**src/core/aio_pkg.sv**
```systemverilog
// Purpose: shared constants and types for the accessory i/o command port
// Assumes: 25 MHz clock, ahb-lite register access, 32-bit data
// Notes:   offsets are byte addresses of aligned words
package aio_pkg;
   // register byte offsets
   localparam logic [7:0] AIO_OFF_CTRL   = 8'h00;
   localparam logic [7:0] AIO_OFF_OUTS   = 8'h04;
   localparam logic [7:0] AIO_OFF_CMD    = 8'h08;
   localparam logic [7:0] AIO_OFF_STATUS = 8'h0C;
   localparam logic [7:0] AIO_OFF_REPLY  = 8'h10;
   // ctrl field positions
   localparam int AIO_CTRL_MODE_LSB  = 0;
   localparam int AIO_CTRL_FUNC_LSB  = 2;
   localparam int AIO_CTRL_POS_BIT   = 4;
   // reset values
   localparam logic [31:0] AIO_CTRL_RST = 32'h0000_0001;
   localparam logic [1:0]  AIO_OUTS_RST = 2'b00;
   // radio stick threshold: pulse widths in cycles at 25 MHz
   localparam int AIO_CLK_MHZ      = 25;
   localparam int AIO_STICK_HI_US  = 1700;
   localparam int AIO_STICK_LO_US  = 1300;
   localparam int AIO_STICK_HI_CYC = AIO_STICK_HI_US * AIO_CLK_MHZ;
   localparam int AIO_STICK_LO_CYC = AIO_STICK_LO_US * AIO_CLK_MHZ;
   // serial command characters
   localparam logic [7:0] AIO_CH_C_ON  = 8'h43;
   localparam logic [7:0] AIO_CH_C_OFF = 8'h63;
   localparam logic [7:0] AIO_CH_D_ON  = 8'h44;
   localparam logic [7:0] AIO_CH_D_OFF = 8'h64;
   localparam logic [7:0] AIO_CH_BANG  = 8'h21;
   localparam logic [7:0] AIO_FLD_OFF  = 8'h00;
   localparam logic [7:0] AIO_FLD_ON   = 8'h01;

   typedef enum logic [1:0] {
      AIO_MODE_RADIO  = 2'b00,
      AIO_MODE_SERIAL = 2'b01,
      AIO_MODE_ANALOG = 2'b10
   } aio_mode_e;

   typedef enum logic [1:0] {
      AIO_FN_NONE   = 2'b00,
      AIO_FN_STOP   = 2'b01,
      AIO_FN_INVERT = 2'b10
   } aio_func_e;

   typedef enum logic [0:0] {
      AIO_PS_IDLE = 1'b0,
      AIO_PS_BANG = 1'b1
   } aio_parse_e;

   // ahb-lite request as the slave sees it
   typedef struct packed {
      logic        hsel;
      logic [31:0] haddr;
      logic [1:0]  htrans;
      logic        hwrite;
      logic [2:0]  hsize;
      logic        hready;
   } aio_ahb_req_s;

   // synchronised pin levels
   typedef struct packed {
      logic pullup_in;
      logic opto_in;
      logic stop_or_flip_input;
      logic radio_ch3;
   } aio_pins_s;
endpackage

```
**src/core/aio_port.sv**
```systemverilog
// Purpose: accessory outputs, general inputs, stop/flip input and pin routing
// Assumes: pins are asynchronous and pass two flip-flops before use
// Notes:   serial bytes arrive already framed on a byte strobe
//
// The address map and the AHB-Lite slave port are this design's own decisions.
module aio_port #(
   parameter int STICK_HI = aio_pkg::AIO_STICK_HI_CYC,
   parameter int STICK_LO = aio_pkg::AIO_STICK_LO_CYC
) (
   input  wire logic        CLOCK,
   input  wire logic        RST,
   input  wire logic        HSEL,
   input  wire logic [31:0] HADDR,
   input  wire logic [1:0]  HTRANS,
   input  wire logic        HWRITE,
   input  wire logic [2:0]  HSIZE,
   input  wire logic        HREADY,
   input  wire logic [31:0] HWDATA,
   output logic      [31:0] HRDATA,
   output logic             HREADYOUT,
   output logic             HRESP,
   input  wire logic        PULLUP_PIN,
   input  wire logic        OPTO_PIN,
   input  wire logic        STOP_FLIP_PIN,
   input  wire logic        SERIAL_IN_PIN,
   input  wire logic        RX_VALID,
   input  wire logic [7:0]  RX_BYTE,
   output logic             HI_OUT_OE_N,
   output logic             LO_OUT,
   output logic             RADIO_CH1,
   output logic             RADIO_CH2,
   output logic             RADIO_CH3,
   output logic             MOTOR_STOP,
   output logic             MOTOR_INVERT,
   output logic             ANALOG_IS_CMD,
   output logic             ANALOG_IS_POS
);
   import aio_pkg::*;

   // two-flop synchronisers; first stage feeds only the second
   logic [3:0] sync1;
   logic [3:0] sync2;
   logic [3:0] pins_raw;
   assign pins_raw = {SERIAL_IN_PIN, STOP_FLIP_PIN, OPTO_PIN, PULLUP_PIN};
   genvar gi;
   generate
      for (gi = 0; gi < 4; gi++) begin : g_sync
         always_ff @(posedge CLOCK) begin
            if (RST) begin
               sync1[gi] <= 1'b0;
               sync2[gi] <= 1'b0;
            end else begin
               sync1[gi] <= pins_raw[gi];
               sync2[gi] <= sync1[gi];
            end
         end
      end
   endgenerate

   aio_pins_s pins;
   logic      serial_in;
   assign pins.pullup_in          = sync2[0];  // pull-up: floating reads 1 = On
   assign pins.opto_in            = sync2[1];  // opto: floating reads 0 = Off
   assign pins.stop_or_flip_input = sync2[2];  // high = On = inactive
   assign pins.radio_ch3          = sync2[0];
   assign serial_in               = sync2[3];

   // registers
   logic [31:0] ctrl;
   logic [1:0]  outs;
   logic [23:0] reply;
   logic        reply_new;
   aio_mode_e   mode;
   aio_func_e   func;
   assign mode = aio_mode_e'(ctrl[AIO_CTRL_MODE_LSB +: 2]);
   assign func = aio_func_e'(ctrl[AIO_CTRL_FUNC_LSB +: 2]);

   // pin routing per command mode
   assign RADIO_CH3 = (mode == AIO_MODE_RADIO) & pins.radio_ch3;
   assign RADIO_CH2 = (mode == AIO_MODE_RADIO) & pins.opto_in;
   assign RADIO_CH1 = (mode == AIO_MODE_RADIO) & serial_in;
   assign ANALOG_IS_CMD = (mode == AIO_MODE_ANALOG);
   assign ANALOG_IS_POS = (mode != AIO_MODE_ANALOG) & ctrl[AIO_CTRL_POS_BIT];

   // stop/flip function; active low, no action after reset
   logic flip_active;
   assign flip_active  = ~pins.stop_or_flip_input;
   assign MOTOR_STOP   = (func == AIO_FN_STOP) & flip_active;
   assign MOTOR_INVERT = (func == AIO_FN_INVERT) & flip_active;

   // user-input visibility: radio mode hides pins that carry pulses
   logic user_pullup;
   logic user_opto;
   assign user_pullup = (mode != AIO_MODE_RADIO) & pins.pullup_in;
   assign user_opto   = (mode == AIO_MODE_SERIAL) & pins.opto_in;

   // radio channel 3 pulse width measurement; 24 bits cover a frame gap
   logic [23:0] pw_cnt;
   logic        ch3_d;
   logic        stick_hi;
   logic        stick_lo;
   logic        stick_hi_d;
   logic        pulse_end;
   assign pulse_end = ch3_d & ~RADIO_CH3;
   always_ff @(posedge CLOCK) begin
      if (RST) begin
         pw_cnt <= 24'h00_0000;
         ch3_d  <= 1'b0;
      end else begin
         ch3_d  <= RADIO_CH3;
         pw_cnt <= RADIO_CH3 ? pw_cnt + 24'h00_0001 : 24'h00_0000;
      end
   end

   // classify each completed pulse; band between keeps stick_hi, clears stick_lo
   always_ff @(posedge CLOCK) begin
      if (RST) begin
         stick_hi   <= 1'b0;
         stick_lo   <= 1'b0;
         stick_hi_d <= 1'b0;
      end else begin
         stick_hi_d <= stick_hi;
         if (pulse_end) begin
            stick_hi <= (pw_cnt >= 24'(STICK_HI)) | (stick_hi & (pw_cnt > 24'(STICK_LO)));
            stick_lo <= pw_cnt <= 24'(STICK_LO);
         end
      end
   end

   // serial command parser: bang then letter
   aio_parse_e ps;
   aio_parse_e next_ps;
   logic       cmd_c_on;
   logic       cmd_c_off;
   logic       cmd_d_on;
   logic       cmd_d_off;
   logic       ser_ok;
   assign ser_ok    = (mode == AIO_MODE_SERIAL) & RX_VALID & (ps == AIO_PS_BANG);
   assign cmd_c_on  = ser_ok & (RX_BYTE == AIO_CH_C_ON);
   assign cmd_c_off = ser_ok & (RX_BYTE == AIO_CH_C_OFF);
   assign cmd_d_on  = ser_ok & (RX_BYTE == AIO_CH_D_ON);
   assign cmd_d_off = ser_ok & (RX_BYTE == AIO_CH_D_OFF);
   always_comb begin
      next_ps = ps;
      case (ps)
         AIO_PS_IDLE: if (RX_VALID && RX_BYTE == AIO_CH_BANG) next_ps = AIO_PS_BANG;
         AIO_PS_BANG: if (RX_VALID) next_ps = (RX_BYTE == AIO_CH_BANG) ? AIO_PS_BANG : AIO_PS_IDLE;
         default:     next_ps = AIO_PS_IDLE;
      endcase
   end
   always_ff @(posedge CLOCK) begin
      if (RST) ps <= AIO_PS_IDLE;
      else     ps <= next_ps;
   end

   // ahb-lite slave: address phase captured, zero wait state
   aio_ahb_req_s req;
   logic         ph_valid;
   logic         ph_write;
   logic [7:0]   ph_addr;
   logic         wr_ctrl;
   logic         wr_outs;
   logic         rd_reply;
   logic         query;
   assign req = '{hsel: HSEL, haddr: HADDR, htrans: HTRANS, hwrite: HWRITE, hsize: HSIZE, hready: HREADY};
   assign HREADYOUT = 1'b1;
   assign HRESP     = 1'b0;
   assign wr_ctrl   = ph_valid & ph_write & (ph_addr == AIO_OFF_CTRL);
   assign wr_outs   = ph_valid & ph_write & (ph_addr == AIO_OFF_OUTS);
   // writing the query command samples inputs; a serial query byte does too
   assign query     = (ph_valid & ph_write & (ph_addr == AIO_OFF_CMD))
                    | ((mode == AIO_MODE_SERIAL) & RX_VALID & (ps == AIO_PS_IDLE) & (RX_BYTE == 8'h3F));
   assign rd_reply  = ph_valid & ~ph_write & (ph_addr == AIO_OFF_REPLY);
   always_ff @(posedge CLOCK) begin
      if (RST) begin
         ph_valid <= 1'b0;
         ph_write <= 1'b0;
         ph_addr  <= 8'h00;
      end else begin
         ph_valid <= req.hsel & req.hready & req.htrans[1];
         ph_write <= req.hwrite;
         ph_addr  <= req.haddr[7:0];
      end
   end

   // control register; reset gives serial mode, no-action function
   always_ff @(posedge CLOCK) begin
      if (RST)          ctrl <= AIO_CTRL_RST;
      else if (wr_ctrl) ctrl <= {27'h000_0000, HWDATA[4:0]};
   end

   // accessory outputs: bit0 high-current, bit1 low-current
   logic [1:0] next_outs;
   always_comb begin
      next_outs = outs;
      if (mode == AIO_MODE_RADIO) begin
         next_outs[0] = stick_hi;
         if (stick_hi & ~stick_hi_d) next_outs[1] = ~outs[1];
      end else begin
         if (wr_outs) next_outs = HWDATA[1:0];
         if (cmd_c_on)  next_outs[0] = 1'b1;
         if (cmd_c_off) next_outs[0] = 1'b0;
         if (cmd_d_on)  next_outs[1] = 1'b1;
         if (cmd_d_off) next_outs[1] = 1'b0;
      end
   end
   always_ff @(posedge CLOCK) begin
      if (RST) outs <= AIO_OUTS_RST;
      else     outs <= next_outs;
   end
   assign HI_OUT_OE_N = ~outs[0];   // open drain: enable low pulls the load on
   assign LO_OUT      = outs[1];

   // query reply: three two-digit fields, sampled at the query
   always_ff @(posedge CLOCK) begin
      if (RST) begin
         reply     <= 24'h00_0000;
         reply_new <= 1'b0;
      end else begin
         if (query) begin
            reply[23:16] <= user_pullup ? AIO_FLD_ON : AIO_FLD_OFF;
            reply[15:8]  <= user_opto ? AIO_FLD_ON : AIO_FLD_OFF;
            reply[7:0]   <= pins.stop_or_flip_input ? AIO_FLD_ON : AIO_FLD_OFF;
         end
         // set wins over the clear-on-read
         if (query)         reply_new <= 1'b1;
         else if (rd_reply) reply_new <= 1'b0;
      end
   end

   // read mux
   logic [31:0] rd_mux;
   assign rd_mux = (ph_addr == AIO_OFF_CTRL)   ? ctrl :
                   (ph_addr == AIO_OFF_OUTS)   ? {30'h0000_0000, outs} :
                   (ph_addr == AIO_OFF_STATUS) ? {25'h000_0000, stick_lo, stick_hi, MOTOR_INVERT,
                                                  MOTOR_STOP, pins.stop_or_flip_input, user_opto, user_pullup} :
                   (ph_addr == AIO_OFF_REPLY)  ? {7'h00, reply_new, reply} : 32'h0000_0000;
   assign HRDATA = (ph_valid & ~ph_write) ? rd_mux : 32'h0000_0000;

   // checks
   property p_stop_needs_low;
      @(posedge CLOCK) disable iff (RST) MOTOR_STOP |-> !pins.stop_or_flip_input;
   endproperty
   a_stop_needs_low: assert property (p_stop_needs_low) else $error("stop without low input");
   property p_c_on;
      @(posedge CLOCK) disable iff (RST) cmd_c_on |=> !HI_OUT_OE_N;
   endproperty
   a_c_on: assert property (p_c_on) else $error("high output not on");
   property p_d_off;
      @(posedge CLOCK) disable iff (RST) cmd_d_off && !cmd_d_on |=> !LO_OUT;
   endproperty
   a_d_off: assert property (p_d_off) else $error("low output not off");
   property p_radio_follow;
      @(posedge CLOCK) disable iff (RST) mode == AIO_MODE_RADIO |=> HI_OUT_OE_N == !$past(stick_hi);
   endproperty
   a_radio_follow: assert property (p_radio_follow) else $error("high output not following stick");
   property p_toggle;
      @(posedge CLOCK) disable iff (RST) (mode == AIO_MODE_RADIO) && stick_hi && !stick_hi_d |=> LO_OUT != $past(LO_OUT);
   endproperty
   a_toggle: assert property (p_toggle) else $error("low output did not toggle");
   property p_reply_f3;
      @(posedge CLOCK) disable iff (RST) query |=> reply[0] == $past(pins.stop_or_flip_input);
   endproperty
   a_reply_f3: assert property (p_reply_f3) else $error("field three wrong");
   property p_reply_f1;
      @(posedge CLOCK) disable iff (RST) query |=> reply[16] == $past(user_pullup);
   endproperty
   a_reply_f1: assert property (p_reply_f1) else $error("field one wrong");
   property p_invert;
      @(posedge CLOCK) disable iff (RST) MOTOR_INVERT |-> func == AIO_FN_INVERT && !MOTOR_STOP;
   endproperty
   a_invert: assert property (p_invert) else $error("invert with wrong function");

   // accessory outputs: commands land next edge, otherwise they hold outside radio mode
   property p_c_off;
      @(posedge CLOCK) disable iff (RST) cmd_c_off |=> HI_OUT_OE_N;
   endproperty
   a_c_off: assert property (p_c_off) else $error("high output not off");
   property p_d_on;
      @(posedge CLOCK) disable iff (RST) cmd_d_on |=> LO_OUT;
   endproperty
   a_d_on: assert property (p_d_on) else $error("low output not on");
   property p_serial_hold;
      @(posedge CLOCK) disable iff (RST)
         (mode != AIO_MODE_RADIO) && !ser_ok && !wr_outs |=> $stable(HI_OUT_OE_N) && $stable(LO_OUT);
   endproperty
   a_serial_hold: assert property (p_serial_hold) else $error("output moved without command");
   property p_lo_hold_radio;
      @(posedge CLOCK) disable iff (RST) (mode == AIO_MODE_RADIO) && !(stick_hi && !stick_hi_d) |=> $stable(LO_OUT);
   endproperty
   a_lo_hold_radio: assert property (p_lo_hold_radio) else $error("low output toggled without stick");
   property p_no_cmd_outside;
      @(posedge CLOCK) disable iff (RST)
         (mode != AIO_MODE_SERIAL) |-> !cmd_c_on && !cmd_c_off && !cmd_d_on && !cmd_d_off;
   endproperty
   a_no_cmd_outside: assert property (p_no_cmd_outside) else $error("command outside serial mode");
   property p_stick_excl;
      @(posedge CLOCK) disable iff (RST) !(stick_hi && stick_lo);
   endproperty
   a_stick_excl: assert property (p_stick_excl) else $error("stick both high and low");

   // pin routing: pulse lines only reach the receiver side in radio mode
   property p_ch3_gate;
      @(posedge CLOCK) disable iff (RST) (mode != AIO_MODE_RADIO) |-> !RADIO_CH3;
   endproperty
   a_ch3_gate: assert property (p_ch3_gate) else $error("channel three outside radio");
   property p_ch3_pin;
      @(posedge CLOCK) disable iff (RST) (mode == AIO_MODE_RADIO) |-> RADIO_CH3 == pins.pullup_in;
   endproperty
   a_ch3_pin: assert property (p_ch3_pin) else $error("channel three not from pull-up pin");
   property p_ch2_gate;
      @(posedge CLOCK) disable iff (RST) (mode != AIO_MODE_RADIO) |-> !RADIO_CH2;
   endproperty
   a_ch2_gate: assert property (p_ch2_gate) else $error("channel two outside radio");
   property p_ch1_gate;
      @(posedge CLOCK) disable iff (RST) (mode != AIO_MODE_RADIO) |-> !RADIO_CH1;
   endproperty
   a_ch1_gate: assert property (p_ch1_gate) else $error("channel one outside radio");
   property p_analog_cmd;
      @(posedge CLOCK) disable iff (RST) ANALOG_IS_CMD |-> !ANALOG_IS_POS;
   endproperty
   a_analog_cmd: assert property (p_analog_cmd) else $error("analog command and feedback at once");
   property p_pos_feedback;
      @(posedge CLOCK) disable iff (RST) ANALOG_IS_POS |-> ctrl[AIO_CTRL_POS_BIT];
   endproperty
   a_pos_feedback: assert property (p_pos_feedback) else $error("position feedback not selected");

   // query reply: hidden inputs read off, fields only 00 or 01
   property p_radio_hides_f1;
      @(posedge CLOCK) disable iff (RST) query && (mode == AIO_MODE_RADIO) |=> reply[23:16] == AIO_FLD_OFF;
   endproperty
   a_radio_hides_f1: assert property (p_radio_hides_f1) else $error("field one visible in radio");
   property p_opto_hides_f2;
      @(posedge CLOCK) disable iff (RST) query && (mode != AIO_MODE_SERIAL) |=> reply[15:8] == AIO_FLD_OFF;
   endproperty
   a_opto_hides_f2: assert property (p_opto_hides_f2) else $error("field two visible outside serial");
   property p_reply_f2;
      @(posedge CLOCK) disable iff (RST) query |=> reply[8] == $past(user_opto);
   endproperty
   a_reply_f2: assert property (p_reply_f2) else $error("field two wrong");
   property p_field_codes;
      @(posedge CLOCK) disable iff (RST) reply[23:17] == 7'h00 && reply[15:9] == 7'h00 && reply[7:1] == 7'h00;
   endproperty
   a_field_codes: assert property (p_field_codes) else $error("reply field not 00 or 01");
   property p_reply_hold;
      @(posedge CLOCK) disable iff (RST) !query |=> $stable(reply);
   endproperty
   a_reply_hold: assert property (p_reply_hold) else $error("reply changed without query");
   property p_new_set;
      @(posedge CLOCK) disable iff (RST) query |=> reply_new;
   endproperty
   a_new_set: assert property (p_new_set) else $error("new flag not set by query");

   // stop/flip function: only the selected action, only when pulled low
   property p_none_quiet;
      @(posedge CLOCK) disable iff (RST) (func == AIO_FN_NONE) |-> !MOTOR_STOP && !MOTOR_INVERT;
   endproperty
   a_none_quiet: assert property (p_none_quiet) else $error("action with no function");
   property p_float_quiet;
      @(posedge CLOCK) disable iff (RST) pins.stop_or_flip_input |-> !MOTOR_STOP && !MOTOR_INVERT;
   endproperty
   a_float_quiet: assert property (p_float_quiet) else $error("action with input high");
   property p_invert_low;
      @(posedge CLOCK) disable iff (RST) (func == AIO_FN_INVERT) && !pins.stop_or_flip_input |-> MOTOR_INVERT;
   endproperty
   a_invert_low: assert property (p_invert_low) else $error("invert missed");
   property p_stop_low;
      @(posedge CLOCK) disable iff (RST) (func == AIO_FN_STOP) && !pins.stop_or_flip_input |-> MOTOR_STOP;
   endproperty
   a_stop_low: assert property (p_stop_low) else $error("stop missed");
endmodule

```
**config.mk**
```make
export PLATFORM = sky130hd
export DESIGN_NAME = aio_port
export DESIGN_NICKNAME = d
export VERILOG_FILES = /design/src/core/aio_pkg.sv /design/src/core/aio_port.sv
export SDC_FILE = /design/constraint.sdc
export NUM_CORES = 1
export LEC_CHECK = 0
export ABC_AREA = 1
export BUFFER_PORTS_ARGS = -buffer_cell sky130_fd_sc_hd__buf_4
export CAP_MARGIN = 20
export CORE_ASPECT_RATIO = 1.1
export CORE_UTILIZATION = 45
export DETAILED_ROUTE_END_ITERATION = 10
export GPL_TIMING_DRIVEN = 0
export PLACE_DENSITY = 0.79
export SYNTH_ARGS = -nofsm -noshare
export SYNTH_HDL_FRONTEND = slang
export SYNTH_SLANG_ARGS = --single-unit
```
**constraint.sdc**
```tcl
create_clock -name CLOCK -period 3.88 [get_ports CLOCK]
set_input_delay 0.388 -clock CLOCK [delete_from_list [all_inputs] [get_ports CLOCK]]
set_output_delay 0.388 -clock CLOCK [all_outputs]
set_load 0.1 [all_outputs]
```
==> results of run 1 <==
## sequential cells by signal, indices dropped and copies added, names as in the netlist, named ones only
register,cells
ch3_d,1
ctrl,5
outs,2
ph_addr,8
ph_valid,1
ph_write,1
pins,3
pw_cnt,24
reply,3
reply_new,1
serial_in,1
stick_hi,1
stick_hi_d,1
stick_lo,1
sync1,4
## layout make-up
type | count | area [sq um] | area share (%)
Multi-Input combinational cell | 305 | 1490 | 38.2
Sequential cell | 58 | 1160 | 29.8
Timing Repair Buffer | 50 | 375 | 9.62
Inverter | 86 | 328 | 8.40
Buffer | 28 | 196 | 5.03
Clock inverter | 7 | 125 | 3.21
Clock buffer | 9 | 124 | 3.17
Tap cell | 82 | 103 | 2.63
## power by group through the flow
stage          Sequential (mW)  Combinational, mW  Clock [mW]
3_5_place_dp             0.624              0.188           0
5_1_grt                  0.611              0.200       0.736
3_3_place_gp             0.623              0.186           0
2_1_floorplan            0.623              0.153           0
6_report                 0.610              0.188       0.692
4_1_cts                  0.610              0.188       0.711
## metal layers
| metal | GRT usage (%) | vias to the layer above |
|---|---|---|
| li1 | - | 1539 |
| met1 | 19.9 | 1332 |
| met2 | 37.0 | 103 |
| met3 | 5.31 | 21 |
| met4 | 11.9 | 0 |
| met5 | 0 | - |
## placed cells by master (no fill, tap or decap), drive strengths merged
cell / instances
o211ai: 3
clkbuf: 12
o21ai: 26
conb: 24
nand3: 20
nor3: 12
a21oi: 26
dfxtp: 58
o21a: 1
nand2: 76
a31oi: 2
clkinv: 4
bufinv: 3
xnor2: 1
buf: 75
o21bai: 1
nand4: 13
nand3b: 2
o22ai: 1
xor2: 2
o31ai: 1
ha: 2
nor2: 90
inv: 86
nor3b: 1
or2: 1
## final timing paths
kind | startpoint | to | slack [ns] | cells past startpoint
worst max-delay path | ph_addr[1] | HRDATA[2] | 1.53 | 8
worst min-delay path | SERIAL_IN_PIN | sync1[3] | 0.24 | 3
worst max register to register | pw_cnt[0] | pw_cnt[20] | 2.29 | 10
worst min register to register | sync1[1] | pins[2] | 0.40 | 2
## worst max-delay path: stages (launching register included)
cell and delay [ns]:
dfxtp_1 0.31, nor2_1 0.15, nand2_1 0.12, nor2_1 0.17
nand2_1 0.15, nor2_1 0.16, inv_1 0.09, o22ai_1 0.14
buf_4 0.32
## logic make-up (layout without fill, tap and decap cells)
kind of cell             count (synthesis)  count (layout)  share of synthesized area [%]
AO/OA/AOI/OAI                           61              61                           10.6
XOR/XNOR                                 3               3                          0.850
adder cells (fa/ha/maj)                  2               2                          0.809
buffers and inverters                  114             180                           16.9
flip-flops                              58              58                           37.5
other                                    2              24                          0.243
AND/OR/NAND/NOR                        215             215                           33.0
## metrics by stage
step	hold WS, ns	setup WS (ns)
floorplan	0.388	-0.0847
global placement	0.391	1.90
detailed placement	0.395	1.89
CTS	0.218	1.50
global route	0.222	1.39
finish	0.240	1.53
==> results.md, run 1 <==
* Met2 routed WL at 3480 microns
* # rows at 31
* CTS tree: built
* Nets at 627
* FF+latch count, synth at 58
* Final wirelength at 6720 microns
* Switching Fraction at 27.1%
* Seq pwr share at 40.9%
* Post-route cell area at 3900 sq um
* Global-route wire length before repair at 10900 microns
* Die W at 81.0 microns
* # fillers at 632
* Initial Util at 46.6%
* Setup CP Type: reg -> out
* Met1 wire length at 2620 microns
* Core ar. at 6630 sq um
* Final HPWL DP at 5140 microns
* Leakage at 1.82 nW
* Final period util at 60.5%
* RSZ-0062 raised after global routing: no
* GR Overflow Total at 0
* Mean Syn Cell Area at 6.80 sq um
* DR top layer: met4
* Hold Path Class: in -> reg
* Drt drc at 0
* P per Cell Area at 382 nW/um^2
* Placed Cells at 609
* Area fraction of the dominant cell type after synthesis at 37.5%
* Top cells by count, synth: nor2_1, inv_1, nand2_1
* Avg Vias per Cell at 4.79
* Antenna violations before repair at 0
* Root Buffer: clkbuf_8
* Die Y at 89.0 microns
* Post-CTS Resized at 0
* Crit start category: flop
* Maximum vdd drop at 294 uV
* CP max FO at 4
* WL per Instance at 10.7 microns
* Post-synth top flop: dfxtp_1
* CTS max path bufs at 2
* Gr usage total at 20.0%
* # diodes at 0
* EDFF count, synth at 0
* Fmax at 426 MHz
* Async set or reset register ratio after synthesis at 0%
* RePlAce Congestion at 0.916
* Area Growth Syn to Fin at 26.2%
* 1st-pass router iterations at 5
* Largest net degree at the start of global routing at 13
* Die Area at 7210 sq um
* Layout cells sized above 1 at 23.4%
* Vias in the first global route at 2725
* Cell with the most instances after synthesis: nor2_1
* Fin util at 58.8%
* Final Slew Violations at 0
* Worst-Skew Late Latency at 0.34 ns
* Vias at 2995
* I/O Pins at 130
* P_sw at 0.404 mW
* Worst EP required at 3.49 ns
* Comb power frac at 12.6%
* WP data arrival at 1.96 ns
* Outcome: completed
* Final setup fails at 0
* Clock slew at the register clock pins of the worst setup and hold paths at 0.08 ns
* Total clock buffers created by CTS at 9
* ANT nets after route at 0
* WL met3 at 401 microns
* Htree depth at 3
* Final number of hold-violating endpoints at 0
* Warnings from Yosys at 0
* Setup TNS Final at 0 ns
* Layout Skew at 0.00938 ns
* CTS Hold Bufs at 0
* Max-cap viol count at 0
* Sink Count at 58
* Placed Area at 3650 sq um
* Post-Syn Instances at 455
* Synth cell types at 38
* Layout Cells excl Fill at 625
* Buffers on Ports at 50
* Leading area contributor after synthesis: dfxtp_1
* Final min period at 2.35 ns
* Sequential area share after synthesis at 37.5%
* Top cells by area, synth: dfxtp_1, nor2_1, inv_1
* Post-CTS setup buffer count at 0
* Clock group share of total power at 46.4%
* Iteration-0 DRC Markers at 150
* Internal at 1.09 mW
* Overall power at 1.49 mW
* Critical Path End Type: primary output
* Cell Area, Synth at 3090 sq um
No activity file was read; power rests on OpenSTA's default activity.
==> run 2: changes to the inputs <==
- clock period: 3.88 -> 2.3 ns (I/O delays scaled with it)
==> run 2 against run 1 <==
  * Global-route usage is 0.17 points lower
  * Design area up 0.64%
  * Critical path depth is the same
  * Die area is the same
  * Register-to-register slack worse by 1.6 ns
  * Non-clock buffer count grew 1
  * Routed wire length rose by 1.7%
  * Count of clock-buffer cells in the layout is 2 higher
  * Critical path type unchanged
  * Largest cell class unchanged
==> results.md, run 2 (synthesis gave the netlist of run 1 again) <==
* I/O Pins at 130 (unchanged)
* Setup TNS Final at 0 ns (unchanged)
* Die Y at 89.0 microns (unchanged)
* Largest registers: pw_cnt (24), ph_addr (8), ctrl (5)
* RSZ-0062 raised after global routing: no
* Largest net degree at the start of global routing at 11 (-2)
* # fillers at 638 (+0.95%)
* CTS max path bufs at 2 (unchanged)
* CP max FO at 4 (unchanged)
* Max reg flops at 24 (unchanged)
* Reg2Reg Launch Point: pw_cnt[0]
* Cell mode on critical path: nor2_1
* Gr usage total at 19.8% (-0.17 points)
* Drt drc at 0 (unchanged)
* Clock slew at the register clock pins of the worst setup and hold paths at 0.07 ns (about the same)
* Iteration-0 DRC Markers at 155 (+3.3%)
* GR Overflow Total at 0 (unchanged)
* Slew HR at 61.3%
* Sink Count at 58 (unchanged)
* Total clock buffers created by CTS at 9 (unchanged)
* Final Slew Violations at 0 (unchanged)
* Leakage at 1.82 nW (+0.12%)
* WHS Path Cells at 3 (unchanged)
* Slowest CP cell: dfxtp_1
* Layout cells sized above 1 at 25.4% (+2.0 points)
* Critical path's top delay family: simple AND/OR/NAND/NOR gates
* RePlAce Congestion at 0.929 (+1.5%)
* Buf/Inv on CP at 2 (unchanged)
* Maximum vdd drop at 477 uV (+62%)
* Final setup fails at 0 (unchanged)
* Fmax at 468 MHz
* WP data arrival at 1.91 ns (-0.05 ns)
* WL per Instance at 10.9 microns (+1.5%)
* CP Cell Sequence: nor2_1 -> nand2_1 -> nor2_1 -> nand2_2 -> nor2_2 -> inv_1 -> o22ai_1 -> buf_6
* Most frequent cells in the layout: inv_1, nor2_1, buf_4, nand2_1, dfxtp_1
* Vias at 3002 (+0.23%)
* Critical Path End Type: primary output
* Die Area at 7210 sq um (unchanged)
* Min Hold Slack at 0.0895 ns (-0.151 ns)
* Final period util at 92.9%
* Vias in the first global route at 2714 (-0.40%)
* P per Cell Area at 609 nW/um^2 (+59%)
* Worst Hold Launch: STOP_FLIP_PIN
* Buffers on Ports at 50 (unchanged)
* Htree depth at 3 (unchanged)
* CTS Hold Bufs at 0 (unchanged)
* Max-cap viol count at 0 (unchanged)
* Initial Util at 46.6% (unchanged)
* Fin util at 59.2% (+0.38 points)
* Pre-CTS WS at 0.427 ns (-1.46 ns)
* Setup CP Type: reg -> out
* Worst-Skew Late Latency at 0.34 ns (about the same)
* Outcome: completed
* Nets at 628 (+0.16%)
* Terminus of the critical flop-to-flop path: pw_cnt[20]
* Final HPWL DP at 5290 microns (+3.0%)
* # diodes at 0 (unchanged)
* Final min period at 2.14 ns
* # rows at 31 (unchanged)
* Final wirelength at 6830 microns (+1.7%)
* Crit start category: flop
* Global-route wire length before repair at 11000 microns (+0.82%)
* Overall power at 2.39 mW (+60%)
* Most flops, register: pw_cnt
* Slowest cell delay on critical path at 0.31 ns (about the same)
* Root Buffer: clkbuf_8
* Area Growth Syn to Fin at 27.0%
* Core ar. at 6630 sq um (unchanged)
* Hold Path Class: in -> reg
* CTS tree: built
* Most common cell after layout, fill and taps aside: inv_1
* Reg2Reg Setup Slack at 0.70 ns (-1.59 ns)
* Worst Setup SP: ph_addr[1]
* WHS Endpoint: sync1[2]
* Avg Vias per Cell at 4.80 (about the same)
* Die W at 81.0 microns (unchanged)
* 1st-pass router iterations at 4 (-1)
* Setup ws final at 0.163 ns (-1.37 ns)
* Antenna violations before repair at 0 (unchanged)
* Final number of hold-violating endpoints at 0 (unchanged)
* ANT nets after route at 0 (unchanged)
* Worst EP required at 2.07 ns (-1.42 ns)
* R2R cell count at 10 (unchanged)
* Worst-Margin Slew at 0.576 ns
* Layout Skew at 0.00699 ns (-0.00239 ns)
-- run 2: changes by cell type in the layout (fill, tap and decap cells not counted), sizes merged --
cell / previous run / this run
buf: 75 / 76
bufinv: 3 / 2
clkbuf: 12 / 14
clkinvlp: 0 / 1
inv: 86 / 84
-- run 2: worst max-delay path by stage --
stage	endpoint	slack, ns	cells after the start
CTS	HRDATA[2]	0.06	8
finish	HRDATA[2]	0.16	8
floorplan	HRDATA[3]	-0.60	4
detailed placement	HRDATA[2]	0.43	8
global placement	HRDATA[2]	0.46	8
global route	HRDATA[2]	0.02	8
-- run 2: layout make-up --
cell class	instances	area (sq um)	share of cell area [%]
well taps	82	103	2.61
inverters	86	328	8.35
clock buffers	11	141	3.60
plain buffers	28	196	5.00
clock inverters	5	77.6	1.98
multi-input cells	305	1530	38.9
flip-flops and latches	58	1160	29.6
repair buffers	51	394	10.0
-- run 2: tightest hold or removal path, cell delays in order --
cell	delay, ns
buf_4	0.07
inv_1	0.03
nor2_1	0.06
-- run 2: power breakdown --
part	internal, mW	switching [mW]
clock	0.636	0.406
combinational	0.0828	0.237
sequential	1.02	0.00874
total	1.74	0.652
-- run 2: stage by stage --
stage	area [sq um]	instances
floorplan	3210	477
global placement	3680	609
detailed placement	3680	609
CTS	3900	625
global route	3930	626
finish	3930	626
-- run 2: routing by layer --
metal / GRT usage, % / up-vias / share of wire, % / routed length, microns
met3: 3.37 / 13 / 4.4 / 300
met1: 21.2 / 1367 / 41 / 2800
met5: 0 / - / 0 / 0
met4: 11.9 / 0 / 2.3 / 155
met2: 36.2 / 75 / 52 / 3570
li1: - / 1547 / - / -
-- run 2: timing repair --
item	4_1_cts	5_1_grt
gates resized for setup	0	5
setup endpoints to repair	0	4
setup buffers	0	1
==> run 3: changes to the inputs <==
- MAX_ROUTING_LAYER: not set -> met4
- PLACE_DENSITY: 0.79 -> 0.74
==> run 3 against run 2 <==
  * Setup slack got worse by 0.012 ns
  * Sequential share of layout area rose by 0.21 points
  * Fmax decreased by 0.55%
  * Via count fell by 2.3%
  * Register-to-register slack barely moved
  * Die area is the same
  * Clock skew rose by 0.0019 ns
  * Critical endpoint is now HRDATA[5]
  * Highest routed layer unchanged
==> results.md, run 3 (synthesis gave the netlist of run 1 again) <==
* Most common cell after layout, fill and taps aside: inv_1
* RePlAce Congestion at 0.885 (-4.8%)
* Max-cap viol count at 0 (unchanged)
* FF/Latch Area at 1160 sq um (unchanged)
* WHS Endpoint: sync1[2]
* # diodes at 0 (unchanged)
* CP max FO at 5 (+1)
* Final HPWL DP at 5120 microns (-3.1%)
* Largest registers: pw_cnt (24), ph_addr (8), ctrl (5)
* Final number of hold-violating endpoints at 0 (unchanged)
* Outcome: completed
* GR Overflow Total at 0 (unchanged)
* Drt drc at 0 (unchanged)
* Most frequent cells in the layout: inv_1, nor2_1, buf_4, nand2_1, dfxtp_1
* Reg2Reg Setup Slack at 0.69 ns (about the same)
* Area of the multi-input gates at 1530 sq um (+0.16%)
* Total clock buffers created by CTS at 9 (unchanged)
* Terminus of the critical flop-to-flop path: pw_cnt[20]
* Final wirelength at 6610 microns (-3.1%)
* # fillers at 621 (-2.7%)
* Worst Hold Launch: STOP_FLIP_PIN
* Fin util at 58.8% (-0.41 points)
* Final Slew Violations at 0 (unchanged)
* Max reg flops at 24 (unchanged)
* Setup CP Type: reg -> out
* Layout cells sized above 1 at 24.9% (-0.51 points)
* P per Cell Area at 576 nW/um^2 (-5.4%)
* Vias at 2932 (-2.3%)
* CTS tree: built
* Layout Skew at 0.00893 ns (+0.00194 ns)
* Area Growth Syn to Fin at 26.1%
* Die Area at 7210 sq um (unchanged)
* Die W at 81.0 microns (unchanged)
* Crit start category: flop
* Hold Path Class: in -> reg
* Maximum vdd drop at 373 uV (-22%)
* Placed Cells at 609 (unchanged)
* Clock slew at the register clock pins of the worst setup and hold paths at 0.06 ns (about the same)
* Final min period at 2.15 ns (+0.0118 ns)
* Avg Vias per Cell at 4.69 (-2.2%)
* Worst EP required at 2.07 ns (about the same)
* ANT nets after route at 0 (unchanged)
* Core ar. at 6630 sq um (unchanged)
* Reg2Reg Launch Point: pw_cnt[0]
* WL per Instance at 10.6 microns (-3.0%)
* Sink Count at 58 (unchanged)
* CTS Hold Bufs at 0 (unchanged)
* Iteration-0 DRC Markers at 160 (+3.2%)
* Vias in the first global route at 2710 (-0.15%)
* WP data arrival at 1.92 ns (about the same)
* Nets at 628 (unchanged)
* I/O Pins at 130 (unchanged)
* Die Y at 89.0 microns (unchanged)
* Final period util at 93.4% (+0.51 points)
* Initial Util at 46.6% (unchanged)
* Final setup fails at 0 (unchanged)
* Leakage at 1.81 nW (-0.66%)
* CTS max path bufs at 2 (unchanged)
* Htree depth at 3 (unchanged)
* Root Buffer: clkbuf_8
* Most flops, register: pw_cnt
* Worst-Skew Late Latency at 0.33 ns (about the same)
* 1st-pass router iterations at 5 (+1)
* Layout Cells excl Fill at 625 (-0.16%)
* Largest net degree at the start of global routing at 11 (unchanged)
* Antenna violations before repair at 0 (unchanged)
* Global-route wire length before repair at 11000 microns (+0.32%)
* R2R cell count at 10 (unchanged)
* Buffers on Ports at 50 (unchanged)
* # rows at 31 (unchanged)
* WHS Path Cells at 3 (unchanged)
* Fmax at 465 MHz (-0.55%)
* Critical Path End Type: primary output
* Gr usage total at 20.6% (+0.76 points)
[run 3: cell type report]
type / instances / area share [%]
clock buffer: 12 / 3.72
sequential: 58 / 29.8
multi-input combinational: 305 / 39.2
inverter: 86 / 8.41
timing repair buffer: 51 / 10.2
clock inverter: 3 / 1.03
tap: 82 / 2.63
buffer: 28 / 5.04
[run 3: metal layers]
layer | routed length (microns) | track usage, % | vias to the layer above
met1 | 2700 | 20.7 | 1283
met5 | 0 | - | -
met4 | 165 | 9.74 | 0
met2 | 3300 | 36.7 | 97
met3 | 444 | 5.61 | 20
li1 | - | - | 1532
[run 3: worst max path at each step]
stage	start	to	slack (ns)
final	ph_addr[6]	HRDATA[5]	0.15
after global routing	ph_addr[6]	HRDATA[1]	-0.02
after CTS	ph_addr[6]	HRDATA[1]	0.09
after detailed placement	ph_addr[1]	HRDATA[2]	0.47
after global placement	ph_addr[1]	HRDATA[2]	0.44
after floorplan	ctrl[2]	HRDATA[3]	-0.60
[run 3: report_power, final]
part / internal (mW) / total, mW / switching, mW / leakage, nW
logic: 0.0832 / 0.321 / 0.238 / 1.24
clock network: 0.521 / 0.896 / 0.375 / 0.0962
registers: 1.02 / 1.03 / 0.00925 / 0.472
[run 3: what timing repair did]
action,CTS,global route
setup buffers,0,1
endpoints found under the setup margin,0,7
gates resized for setup,0,6
[run 3: stage by stage]
stage,hold slack (ns),setup slack (ns),power (mW),instance area [sq um],TNS [ns]
finish,0.101,0.151,2.25,3900,0
global route,0.0917,-0.0181,2.34,3900,-0.0420
CTS,0.0851,0.0933,2.27,3870,0
detailed placement,0.393,0.466,1.37,3680,0
global placement,0.394,0.438,1.37,3680,0
floorplan,0.314,-0.600,1.31,3210,-1.56
[run 3: critical path: stages (launching register included)]
cell and delay [ns]:
dfxtp_1 0.30, inv_2 0.04, nand2_1 0.09, nor2_2 0.21, nand4_1 0.26, buf_4 0.22
nor3_2 0.15, buf_4 0.31
